===== src/scp_regs.svh =====
`ifndef SCP_REGS_SVH
`define SCP_REGS_SVH
// Purpose: Register offsets, field positions and reset values of the PWM block.
// Assumes: Wishbone byte addresses, one aligned 32-bit word per register.
// Notes: Bit positions follow the control register layout.
`define SCP_ADDR_DUTY 4'h0
`define SCP_ADDR_CTRL 4'h4
`define SCP_ADDR_PCTL 4'h8
`define SCP_ADDR_PDAT 4'hc
`define SCP_ADDR_STAT 4'h0
`define SCP_CTRL_MODE_BIT 5
`define SCP_CTRL_FUNC_BIT 3
`define SCP_PIN_BIT 4
`define SCP_DUTY_RST 8'h00
`define SCP_CTRL_RST 8'h00
`define SCP_PCTL_RST 8'hff
`define SCP_PDAT_RST 8'h00
`define SCP_SUB4_LEN 8'h40
`define SCP_SUB2_LEN 8'h80
`define SCP_PERIOD_LAST 8'hff
`endif


===== src/scp_pkg.sv =====
// Purpose: Types shared by the PWM block.
// Assumes: Nothing beyond the register header.
// Notes: Types only.
package scp_pkg;
  typedef enum logic {SCP_MODE_SPLIT4, SCP_MODE_SPLIT2} scp_mode_e;
  typedef logic [7:0] scp_byte_t;
endpackage


===== src/scp_wb_slave.sv =====
// Purpose: Classic Wishbone slave holding the software registers.
// Assumes: Single-cycle classic transfers, one ack per request.
// Notes: Ack comes one cycle after the request is seen and drops next cycle.
`include "scp_regs.svh"
module scp_wb_slave
  import scp_pkg::*;
(
  // Clock and reset
  input wire logic clk_i,
  input wire logic rst_i,
  // Wishbone
  input wire logic cyc_i,
  input wire logic stb_i,
  input wire logic we_i,
  input wire logic [3:0] adr_i,
  input wire logic [3:0] sel_i,
  input wire logic [31:0] dat_i,
  output logic [31:0] dat_o,
  output logic ack_o,
  // Register values and status
  input wire logic [7:0] pin_in_i,
  output logic [7:0] duty_o,
  output logic [7:0] ctrl_o,
  output logic [7:0] pctl_o,
  output logic [7:0] pdat_o
);
  logic ack_reg, ack_next;
  logic [31:0] dat_reg, dat_next;
  logic [7:0] duty_reg, duty_next, ctrl_reg, ctrl_next;
  logic [7:0] pctl_reg, pctl_next, pdat_reg, pdat_next;
  logic wr;

  always_comb begin
    ack_next = cyc_i && stb_i && !ack_reg;
    wr = ack_next && we_i && sel_i[0];
    duty_next = duty_reg;
    ctrl_next = ctrl_reg;
    pctl_next = pctl_reg;
    pdat_next = pdat_reg;
    dat_next = 32'h0000_0000;
    if (wr) begin
      unique case (adr_i)
        `SCP_ADDR_DUTY: duty_next = dat_i[7:0];
        `SCP_ADDR_CTRL: ctrl_next = dat_i[7:0];
        `SCP_ADDR_PCTL: pctl_next = dat_i[7:0];
        `SCP_ADDR_PDAT: pdat_next = dat_i[7:0];
        default: ;
      endcase
    end
    if (ack_next && !we_i) begin
      unique case (adr_i)
        `SCP_ADDR_DUTY: dat_next = {24'h00_0000, duty_reg};
        `SCP_ADDR_CTRL: dat_next = {24'h00_0000, ctrl_reg};
        `SCP_ADDR_PCTL: dat_next = {24'h00_0000, pctl_reg};
        // Reading the data register returns the pin level, as a port does.
        `SCP_ADDR_PDAT: dat_next = {24'h00_0000, pin_in_i};
        default: dat_next = 32'h0000_0000;
      endcase
    end
  end

  always_ff @(posedge clk_i) begin
    if (rst_i) begin
      ack_reg <= 1'b0;
      dat_reg <= 32'h0000_0000;
      duty_reg <= `SCP_DUTY_RST;
      ctrl_reg <= `SCP_CTRL_RST;
      pctl_reg <= `SCP_PCTL_RST;
      pdat_reg <= `SCP_PDAT_RST;
    end else begin
      ack_reg <= ack_next;
      dat_reg <= dat_next;
      duty_reg <= duty_next;
      ctrl_reg <= ctrl_next;
      pctl_reg <= pctl_next;
      pdat_reg <= pdat_next;
    end
  end

  assign ack_o = ack_reg;
  assign dat_o = dat_reg;
  assign duty_o = duty_reg;
  assign ctrl_o = ctrl_reg;
  assign pctl_o = pctl_reg;
  assign pdat_o = pdat_reg;
endmodule


===== src/scp_pin_sync.sv =====
// Purpose: Three-stage synchroniser for the shared pin input.
// Assumes: Input is asynchronous to clk_i.
// Notes: The value changes only when the second and third stages agree.
module scp_pin_sync (
  // Clock and reset
  input wire logic clk_i,
  input wire logic rst_i,
  // Pin
  input wire logic pin_i,
  output logic level_o
);
  logic [2:0] sh_reg, sh_next;
  logic lvl_reg, lvl_next;

  always_comb begin
    sh_next = {sh_reg[1:0], pin_i};
    lvl_next = (sh_reg[1] == sh_reg[2]) ? sh_reg[2] : lvl_reg;
  end

  always_ff @(posedge clk_i) begin
    if (rst_i) begin
      sh_reg <= 3'h0;
      lvl_reg <= 1'b0;
    end else begin
      sh_reg <= sh_next;
      lvl_reg <= lvl_next;
    end
  end

  assign level_o = lvl_reg;
endmodule


===== src/scp_pwm_top.sv =====
// Purpose: Single-channel 8-bit sub-cycle PWM with a Wishbone register file.
// Assumes: 100 MHz clk_i, synchronous active-high reset.
// Notes: Duty and mode are taken only at a period boundary.
//
// What this block does
// (RULE1) Counter runs directly on system clock.
// (RULE2) Period 256 clocks, high total equals duty.
// (RULE3) Four-way mode: four 64-clock sub-cycles.
// (RULE4) Four-way: bits 7..2 base, 1..0 extra.
// (RULE5) Four-way: sub-cycle below extra gets base+1.
// (RULE6) Two-way mode: two 128-clock sub-cycles.
// (RULE7) Two-way: bits 7..1 base, bit 0 extra.
// (RULE8) Two-way: sub-cycle below extra gets base+1.
// (RULE9) Hardware splits sub-cycles without software help.
// (RULE10) Control bit 5 selects two-way mode.
// (RULE11) Control bit 3 gives pin 4 to PWM.
// (RULE12) Waveform reaches pin only when direction zero.
// (RULE13) Output-data bit one passes waveform, zero forces low.
// (RULE14) Direction one makes pin a plain input.
// (RULE15) High from sub-cycle start for count clocks.
// (RULE16) New duty and mode taken at period start.
`include "scp_regs.svh"
module scp_pwm_top
  import scp_pkg::*;
(
  // Clock and reset
  input wire logic clk_i,
  input wire logic rst_i,
  // Wishbone slave
  input wire logic wb_cyc_i,
  input wire logic wb_stb_i,
  input wire logic wb_we_i,
  input wire logic [3:0] wb_adr_i,
  input wire logic [3:0] wb_sel_i,
  input wire logic [31:0] wb_dat_i,
  output logic [31:0] wb_dat_o,
  output logic wb_ack_o,
  // Shared port pins
  input wire logic [7:0] port_i,
  output logic [7:0] port_o,
  output logic [7:0] port_oe_o
);
  ////////////////////////////////////////////////////////////////////////////
  logic [7:0] duty_w, ctrl_w, pctl_w, pdat_w, pin_lvl;
  logic [31:0] dat_w;
  logic ack_w;

  scp_wb_slave u_regs (
    .clk_i(clk_i),
    .rst_i(rst_i),
    .cyc_i(wb_cyc_i),
    .stb_i(wb_stb_i),
    .we_i(wb_we_i),
    .adr_i(wb_adr_i),
    .sel_i(wb_sel_i),
    .dat_i(wb_dat_i),
    .dat_o(dat_w),
    .ack_o(ack_w),
    .pin_in_i(pin_lvl),
    .duty_o(duty_w),
    .ctrl_o(ctrl_w),
    .pctl_o(pctl_w),
    .pdat_o(pdat_w)
  );

  genvar g;
  generate
    for (g = 0; g < 8; g++) begin : gen_sync
      scp_pin_sync u_sync (
        .clk_i(clk_i),
        .rst_i(rst_i),
        .pin_i(port_i[g]),
        .level_o(pin_lvl[g])
      );
    end
  endgenerate

  ////////////////////////////////////////////////////////////////////////////
  logic [7:0] cnt_reg, cnt_next;
  logic [7:0] act_duty_reg, act_duty_next;
  scp_mode_e mode_reg, mode_next;
  logic wave_reg, wave_next;
  logic [7:0] base, sub_pos, sub_len, high;
  logic [1:0] sub_idx, extra;
  logic at_start;

  always_comb begin
    // The counter advances every clk_i edge, no prescaler. [RULE1]
    cnt_next = cnt_reg + 8'h01; // [RULE2]
    at_start = (cnt_reg == `SCP_PERIOD_LAST);
    act_duty_next = act_duty_reg;
    mode_next = mode_reg;
    // Latching at the boundary keeps a period from mixing two settings. [RULE16]
    if (at_start) begin
      act_duty_next = duty_w;
      mode_next = ctrl_w[`SCP_CTRL_MODE_BIT] ? SCP_MODE_SPLIT2 : SCP_MODE_SPLIT4; // [RULE10]
    end
    unique case (mode_next)
      SCP_MODE_SPLIT2: begin
        base = {1'b0, act_duty_next[7:1]}; // [RULE7]
        extra = {1'b0, act_duty_next[0]};
        sub_len = `SCP_SUB2_LEN; // [RULE6]
        sub_idx = {1'b0, cnt_next[7]};
        sub_pos = {1'b0, cnt_next[6:0]};
      end
      SCP_MODE_SPLIT4: begin
        base = {2'h0, act_duty_next[7:2]}; // [RULE4]
        extra = act_duty_next[1:0];
        sub_len = `SCP_SUB4_LEN; // [RULE3]
        sub_idx = cnt_next[7:6];
        sub_pos = {2'h0, cnt_next[5:0]};
      end
    endcase
    // Earlier sub-cycles take the extra clock. [RULE5] [RULE8] [RULE9]
    high = (sub_idx < extra) ? base + 8'h01 : base;
    // High from the sub-cycle start; high never exceeds sub_len. [RULE15]
    wave_next = (sub_pos < high) && (high <= sub_len);
  end

  always_ff @(posedge clk_i) begin
    if (rst_i) begin
      cnt_reg <= `SCP_PERIOD_LAST;
      act_duty_reg <= `SCP_DUTY_RST;
      mode_reg <= SCP_MODE_SPLIT4;
      wave_reg <= 1'b0;
    end else begin
      cnt_reg <= cnt_next;
      act_duty_reg <= act_duty_next;
      mode_reg <= mode_next;
      wave_reg <= wave_next;
    end
  end

  ////////////////////////////////////////////////////////////////////////////
  logic [7:0] po_reg, po_next, oe_reg, oe_next;

  always_comb begin
    // Ordinary port bits: direction zero means output.
    oe_next = ~pctl_w; // [RULE12] [RULE14]
    po_next = pdat_w;
    // The data bit acts as the on/off gate of the waveform. [RULE11] [RULE13]
    if (ctrl_w[`SCP_CTRL_FUNC_BIT]) begin
      po_next[`SCP_PIN_BIT] = pdat_w[`SCP_PIN_BIT] & wave_reg;
    end
  end

  always_ff @(posedge clk_i) begin
    if (rst_i) begin
      po_reg <= `SCP_PDAT_RST;
      oe_reg <= 8'h00;
    end else begin
      po_reg <= po_next;
      oe_reg <= oe_next;
    end
  end

  // Ack and read data come straight from the slave's flip-flops; a second stage here
  // would let the slave take the still-held request again and ack it twice.
  assign wb_dat_o = dat_w;
  assign wb_ack_o = ack_w;
  assign port_o = po_reg;
  assign port_oe_o = oe_reg;
endmodule


===== config.mk =====
export PLATFORM = sky130hd
export DESIGN_NAME = scp_pwm_top
export DESIGN_NICKNAME = d
export VERILOG_FILES = /design/src/scp_pkg.sv /design/src/scp_wb_slave.sv /design/src/scp_pin_sync.sv /design/src/scp_pwm_top.sv
export VERILOG_INCLUDE_DIRS = /design/src
export SDC_FILE = /design/constraint.sdc
export NUM_CORES = 1
export LEC_CHECK = 0
export BUFFER_PORTS_ARGS = -buffer_cell sky130_fd_sc_hd__buf_4
export CAP_MARGIN = 20
export CORE_MARGIN = 1
export CORE_UTILIZATION = 55
export CTS_CLUSTER_SIZE = 20
export DETAILED_ROUTE_END_ITERATION = 10
export GPL_TIMING_DRIVEN = 0
export PLACE_DENSITY = 0.88
export SYNTH_ARGS = -nofsm -noshare
export SYNTH_HDL_FRONTEND = slang
export SYNTH_SLANG_ARGS = --single-unit

===== constraint.sdc =====
create_clock -name clk_i -period 7 [get_ports clk_i]
set_input_delay 1.4 -clock clk_i [delete_from_list [all_inputs] [get_ports clk_i]]
set_output_delay 1.4 -clock clk_i [all_outputs]
set_load 0.05 [all_outputs]

After elaboration in Yosys (flattened, before gate mapping) --
Index checks and enable logic that the tools add are counted.
Word-level totals: register bits after elaboration 131, logic and storage cells 74, output and inout port bits 49, bits of input ports 53
Operators by class: reductions and logical operators 14, bitwise gates (word level) 4, magnitude comparators 3, add/sub/neg operators 2, equality and inequality tests 12, muxes and demuxes 11
Operator list (number):
- $pmux 8 s2 | 3
- $pmux 8 s4 | 1
- $add 8x1->8 const B | 2
- $mux 8 | 2
- $eq 1x1->1 | 8
- $eq 4x4->1 const B | 2
- $eq 8x8->1 const B | 1
- $le 8x8->1 | 1
- $lt 8x8->1 | 1
- $not 8->8 | 1
- $pmux 2 s2 | 2
- $reduce_and 2->1 | 4
- $logic_and 1x1->1 | 6
- $eq 4x3->1 const B | 1
- $logic_not 4->1 | 1
- $mux 1 | 3
- $logic_not 1->1 | 2
- $lt 2x2->1 | 1
- $not 1->1 | 2
- $reduce_or 2->1 | 1
- $and 1x1->1 | 1

Logic depth before layout (Yosys ltp) --
depth after elaboration 8, mapped depth 15, depth with buffers taken out 15

Cells and area by module --
Synthesis repeated with hierarchy kept, for this count alone.
Unflattened totals: cells, all modules 471, area total of the unflattened synthesis 4928.5 um2
By module, submodules not included:
- scp_wb_slave | sequential area each 820.8 um2, area an instance 2042.0 um2, cells an instance 182, instances 1
- scp_pwm_top | sequential area each 680.7 um2, area an instance 1985.7 um2, cells an instance 209, instances 1
- scp_pin_sync | sequential area each 80.1 um2, area an instance 112.6 um2, cells an instance 10, instances 8

Worst setup path after synthesis --
OpenSTA, ideal clock, no wires.
kind register to register, start reg cnt_reg[0], end reg wave_reg, path buffers 1, library setup time 0.086 ns, period minus slack after synthesis 3.367 ns, data arrival time 3.281 ns, cell stages (with the launch flop) 16, setup slack 3.633 ns, required time 6.914 ns, cell sequence dfxtp_1 ha_1 nand3_2 nor2_8 buf_6 mux2i_1 nand2b_1 ha_1 a211oi_1 xor2_1 ha_1 a21o_1 a211oi_1 nand2_1 a2bb2oi_1 a221oi_2
Between the ends: word-level cells in the longest chain between the ends 8, elaborated cells on any way between the ends 16, those cells by class add/sub (2); order compare (3); eq/ne (1); mux (8); bitwise (1); reduce/logical (1)
RTL lines:
- start, declared | line scp_pwm_top.sv:79 | logic [7:0] cnt_reg, cnt_next;
- start signal, assigned | line scp_pwm_top.sv:122 | cnt_reg <= `SCP_PERIOD_LAST;
- start signal, assigned | line scp_pwm_top.sv:127 | cnt_reg <= cnt_next;
- $eq 8x8->1 (no source line)
- $mux 1 | line scp_pwm_top.sv:94 | if (at_start) begin
- $not 1->1 | line scp_pwm_top.sv:98 | unique case (mode_next)
- $pmux 8 s2 or $pmux 2 s2 (tied branches) | line scp_pwm_top.sv:98
- $add 8x1->8 or $lt 2x2->1 (tied branches) | line scp_pwm_top.sv:115 | high = (sub_idx < extra) ? base + 8'h01 : base;
- $mux 8 | line scp_pwm_top.sv:115
- $lt 8x8->1 or $le 8x8->1 (tied branches) | line scp_pwm_top.sv:117 | wave_next = (sub_pos < high) && (high <= sub_len);
- $logic_and 1x1->1 * | line scp_pwm_top.sv:117
- end signal, assigned | line scp_pwm_top.sv:130 | wave_reg <= wave_next;
- end, declared | line scp_pwm_top.sv:82 | logic wave_reg, wave_next;
Every way passes the cells marked *; elsewhere a longest branch is shown, timed or not. The select of a mux whose other input is x is not followed. A chain may end at the register's enable or synchronous reset.

Worst setup path after layout --
Same ends and word-level chain as after synthesis.

==> metrics.txt <==
sequential share of the synthesized area=0.4672; IO Count=about 100; # clock sinks=around 110; Core Area=approximately 7900 sq um; first-pass GRT wire length=15610 um; Pint=between 0.0008 and 0.0009 W; final hold viol count=0; DR iter-0 viols=188; final clock skew=just under 9 ps; CP startpoint=cnt_reg[0]$_SDFF_PP1_; Worst Hold Launch=gen_sync[7].u_sync.sh_reg[0]$_SDFF_PP0_; row count=32; Switching Share=0.3083; Die Height=93.30 um; max-slew violations=0; CTS tree=done; PortBufs=50; Seq pwr share=0.509; Power Density=approximately 240 nW/um^2; P_sw=0.0003920 W; clock latency on the worst-skew pair=~380 ps; Yosys reg bits=107; worst hold path cell count=1; P_leak=~2.3 nW; largest net degree at the start of global routing=20; worst vdd rail ir drop=0.1860 mV; Netlist cell types=53; critical path type=reg2reg; CTS Buffer Depth=2; R2R setup slack=2950 ps; WL final=9634 um; syn avg cell area=between 10 and 15 sq um; clock share of power=0.280; Worst R2R Start=cnt_reg[0]$_SDFF_PP1_; nets@finish=588; CTS hold repair buffers=0; setup_tns=0 ps; fill cell count=between 500 and 600; Final setup violation count=0; min-delay worst type=reg2reg; final core occ=0.6796; CTS root buffer=clkbuf_8; Final GP Congestion=0.8306; R2R depth=15; Post-Synthesis Cell Area=~4600 sq um; Worst Path Max Fanout=10; reg2reg end=wave_reg$_SDFF_PP0_; Total Power=between 0.001 and 0.0015 W; ANT nets after route=0; fraction of layout cells with a size suffix above 1=0.2306; cell count after synthesis=440; GR Util All Layers=0.2349; critical path startpoint category=flop; global route total overflow=0; synth-to-layout area growth=16.92%; number of detailed-route iterations in the first pass=4; number of max-cap violations=0; period utilisation layout=0.5789; Worst Path Arrival=4330 ps; most common cell after layout, fill and taps aside=dfxtp_1; post-CTS setup buffers=0; critical path capture point=wave_reg$_SDFF_PP0_; htree depth=3; CP endpoint kind=flop; Largest register FFs=24; Starting Density=0.5812; cts repair resizes=0; # diodes=0; combinational share of power=0.211; RSZ-0062 raised after global routing=false; initial antenna violation count=0; Syn. warnings=0; die area=just under 9000 sq um; HPWL Detailed=a little over 7000 um; Max-slew headroom=0.4123; total CTS buffers=9; CTS clk-pin slew, worst paths=~90 ps; vias=approximately 3400; vias per inst=5.374; status=complete, no violations; die width=93.30 um; most frequent cells in the layout=dfxtp_1 (107), buf_4 (75), nor2_1 (48); vias in the first global route=roughly 3300; post-layout min period=~4100 ps; drt wl/cell=~15 um; DR DRC count=0; Slew @ Worst Pin=about 880 ps; data required time of the worst path=about 7300 ps; Max Freq=approximately 250 MHz
==> worst min path at each step <==
stage / to
after floorplan: cnt_reg[0]$_SDFF_PP1_
after global placement: gen_sync[2].u_sync.sh_reg[1]$_SDFF_PP0_
after detailed placement: gen_sync[6].u_sync.sh_reg[1]$_SDFF_PP0_
after CTS: port_oe_o[5]$_SDFF_PP0_
after global routing: gen_sync[6].u_sync.sh_reg[1]$_SDFF_PP0_
final: gen_sync[7].u_sync.sh_reg[1]$_SDFF_PP0_
==> critical path, stage by stage (launching register included) <==
cell       delay [ps]
dfxtp_1           400
ha_1              290
nand3_2           200
nor2_8            260
buf_6             210
mux2i_1           280
nand2b_1          140
ha_1              300
a211oi_1          310
xor2_1            290
ha_1              300
a21o_1            180
a211oi_1          290
nand2_1            90
a2bb2oi_1         150
a221oi_2          270
==> per-layer routing <==
| metal | track usage | share of wire | up-vias |
|---|---|---|---|
| met4 | 0.09103 | 0.020 | 0 |
| met5 | 0 | 0 | - |
| met1 | 0.2787 | 0.43 | 1598 |
| li1 | - | - | 1652 |
| met2 | 0.4105 | 0.49 | 125 |
| met3 | 0.05447 | 0.063 | 16 |
==> cells in the mapped netlist, drive strengths merged <==
library cell	number	share of area
nand3b	2	0.0033
nand2	17	0.014
a211oi	6	0.011
nor3b	1	0.0016
ha	11	0.030
xnor2	5	0.0096
mux2	2	0.0049
and2	2	0.0027
clkbuf	11	0.0090
o2bb2a	1	0.0022
conb	1	0.00082
a211o	10	0.019
nand2b	3	0.0041
and4	2	0.0044
buf	30	0.047
o2111ai	2	0.0038
mux2i	44	0.096
o21ai	13	0.015
a221oi	1	0.0033
xor2	5	0.0096
a21oi	14	0.016
inv	4	0.0033
nand3	8	0.0098
o41ai	1	0.0035
nand4b	1	0.0019
o21a	5	0.0082
nor2	49	0.044
nand4	1	0.0046
nor2b	44	0.060
or3	2	0.0027
and3	10	0.014
nor4b	1	0.0019
a2111oi	1	0.0060
mux4	8	0.039
dfxtp	107	0.47
a2bb2oi	1	0.0019
or2	5	0.0068
a21o	3	0.0065
nor3	6	0.011
==> power groups by stage <==
stage | Sequential [W] | Combinational, W | Clock, W
detailed placement | 0.000660 | 0.000265 | 0
global route | 0.000649 | 0.000292 | 0.000385
global placement | 0.000658 | 0.000256 | 0
CTS | 0.000646 | 0.000267 | 0.000362
floorplan | 0.000658 | 0.000211 | 0
finish | 0.000647 | 0.000268 | 0.000357
==> cells by family after synthesis <==
kind of cell | Yosys count | share of synthesized area
AOI/OAI and AO/OA | 58 | 0.09662
DFF | 107 | 0.4672
muxes | 54 | 0.1403
buffers and inverters | 45 | 0.05922
xor gates and xnor gates | 10 | 0.01910
and+or+nand+nor | 154 | 0.1867
other | 1 | 0.0008180
adders and majority gates | 11 | 0.03002
==> final cells by class <==
type | count | area [sq um] | share of cell area
inverters | 4 | 15.01 | 0.002801
clock inverters | 6 | 58.81 | 0.01097
multi-input cells | 311 | 2257 | 0.4211
flip-flops and latches | 107 | 2142 | 0.3996
repair buffers | 50 | 375.4 | 0.07003
plain buffers | 41 | 256.5 | 0.04785
well taps | 102 | 127.6 | 0.02381
clock buffers | 10 | 127.6 | 0.02381
==> per-stage QoR <==
stage | area (sq um) | setup WS (ps) | cells | hold WS, ps
global route | 5360 | 2573 | 631 | 459.7
finish | 5360 | 2948 | 631 | 443.7
global placement | 5174 | 3141 | 615 | 417.2
CTS | 5360 | 2990 | 631 | 439.2
floorplan | 4671 | 3633 | 463 | 396.4
detailed placement | 5174 | 3035 | 615 | 422.0
No activity file was read; power rests on OpenSTA's default activity.
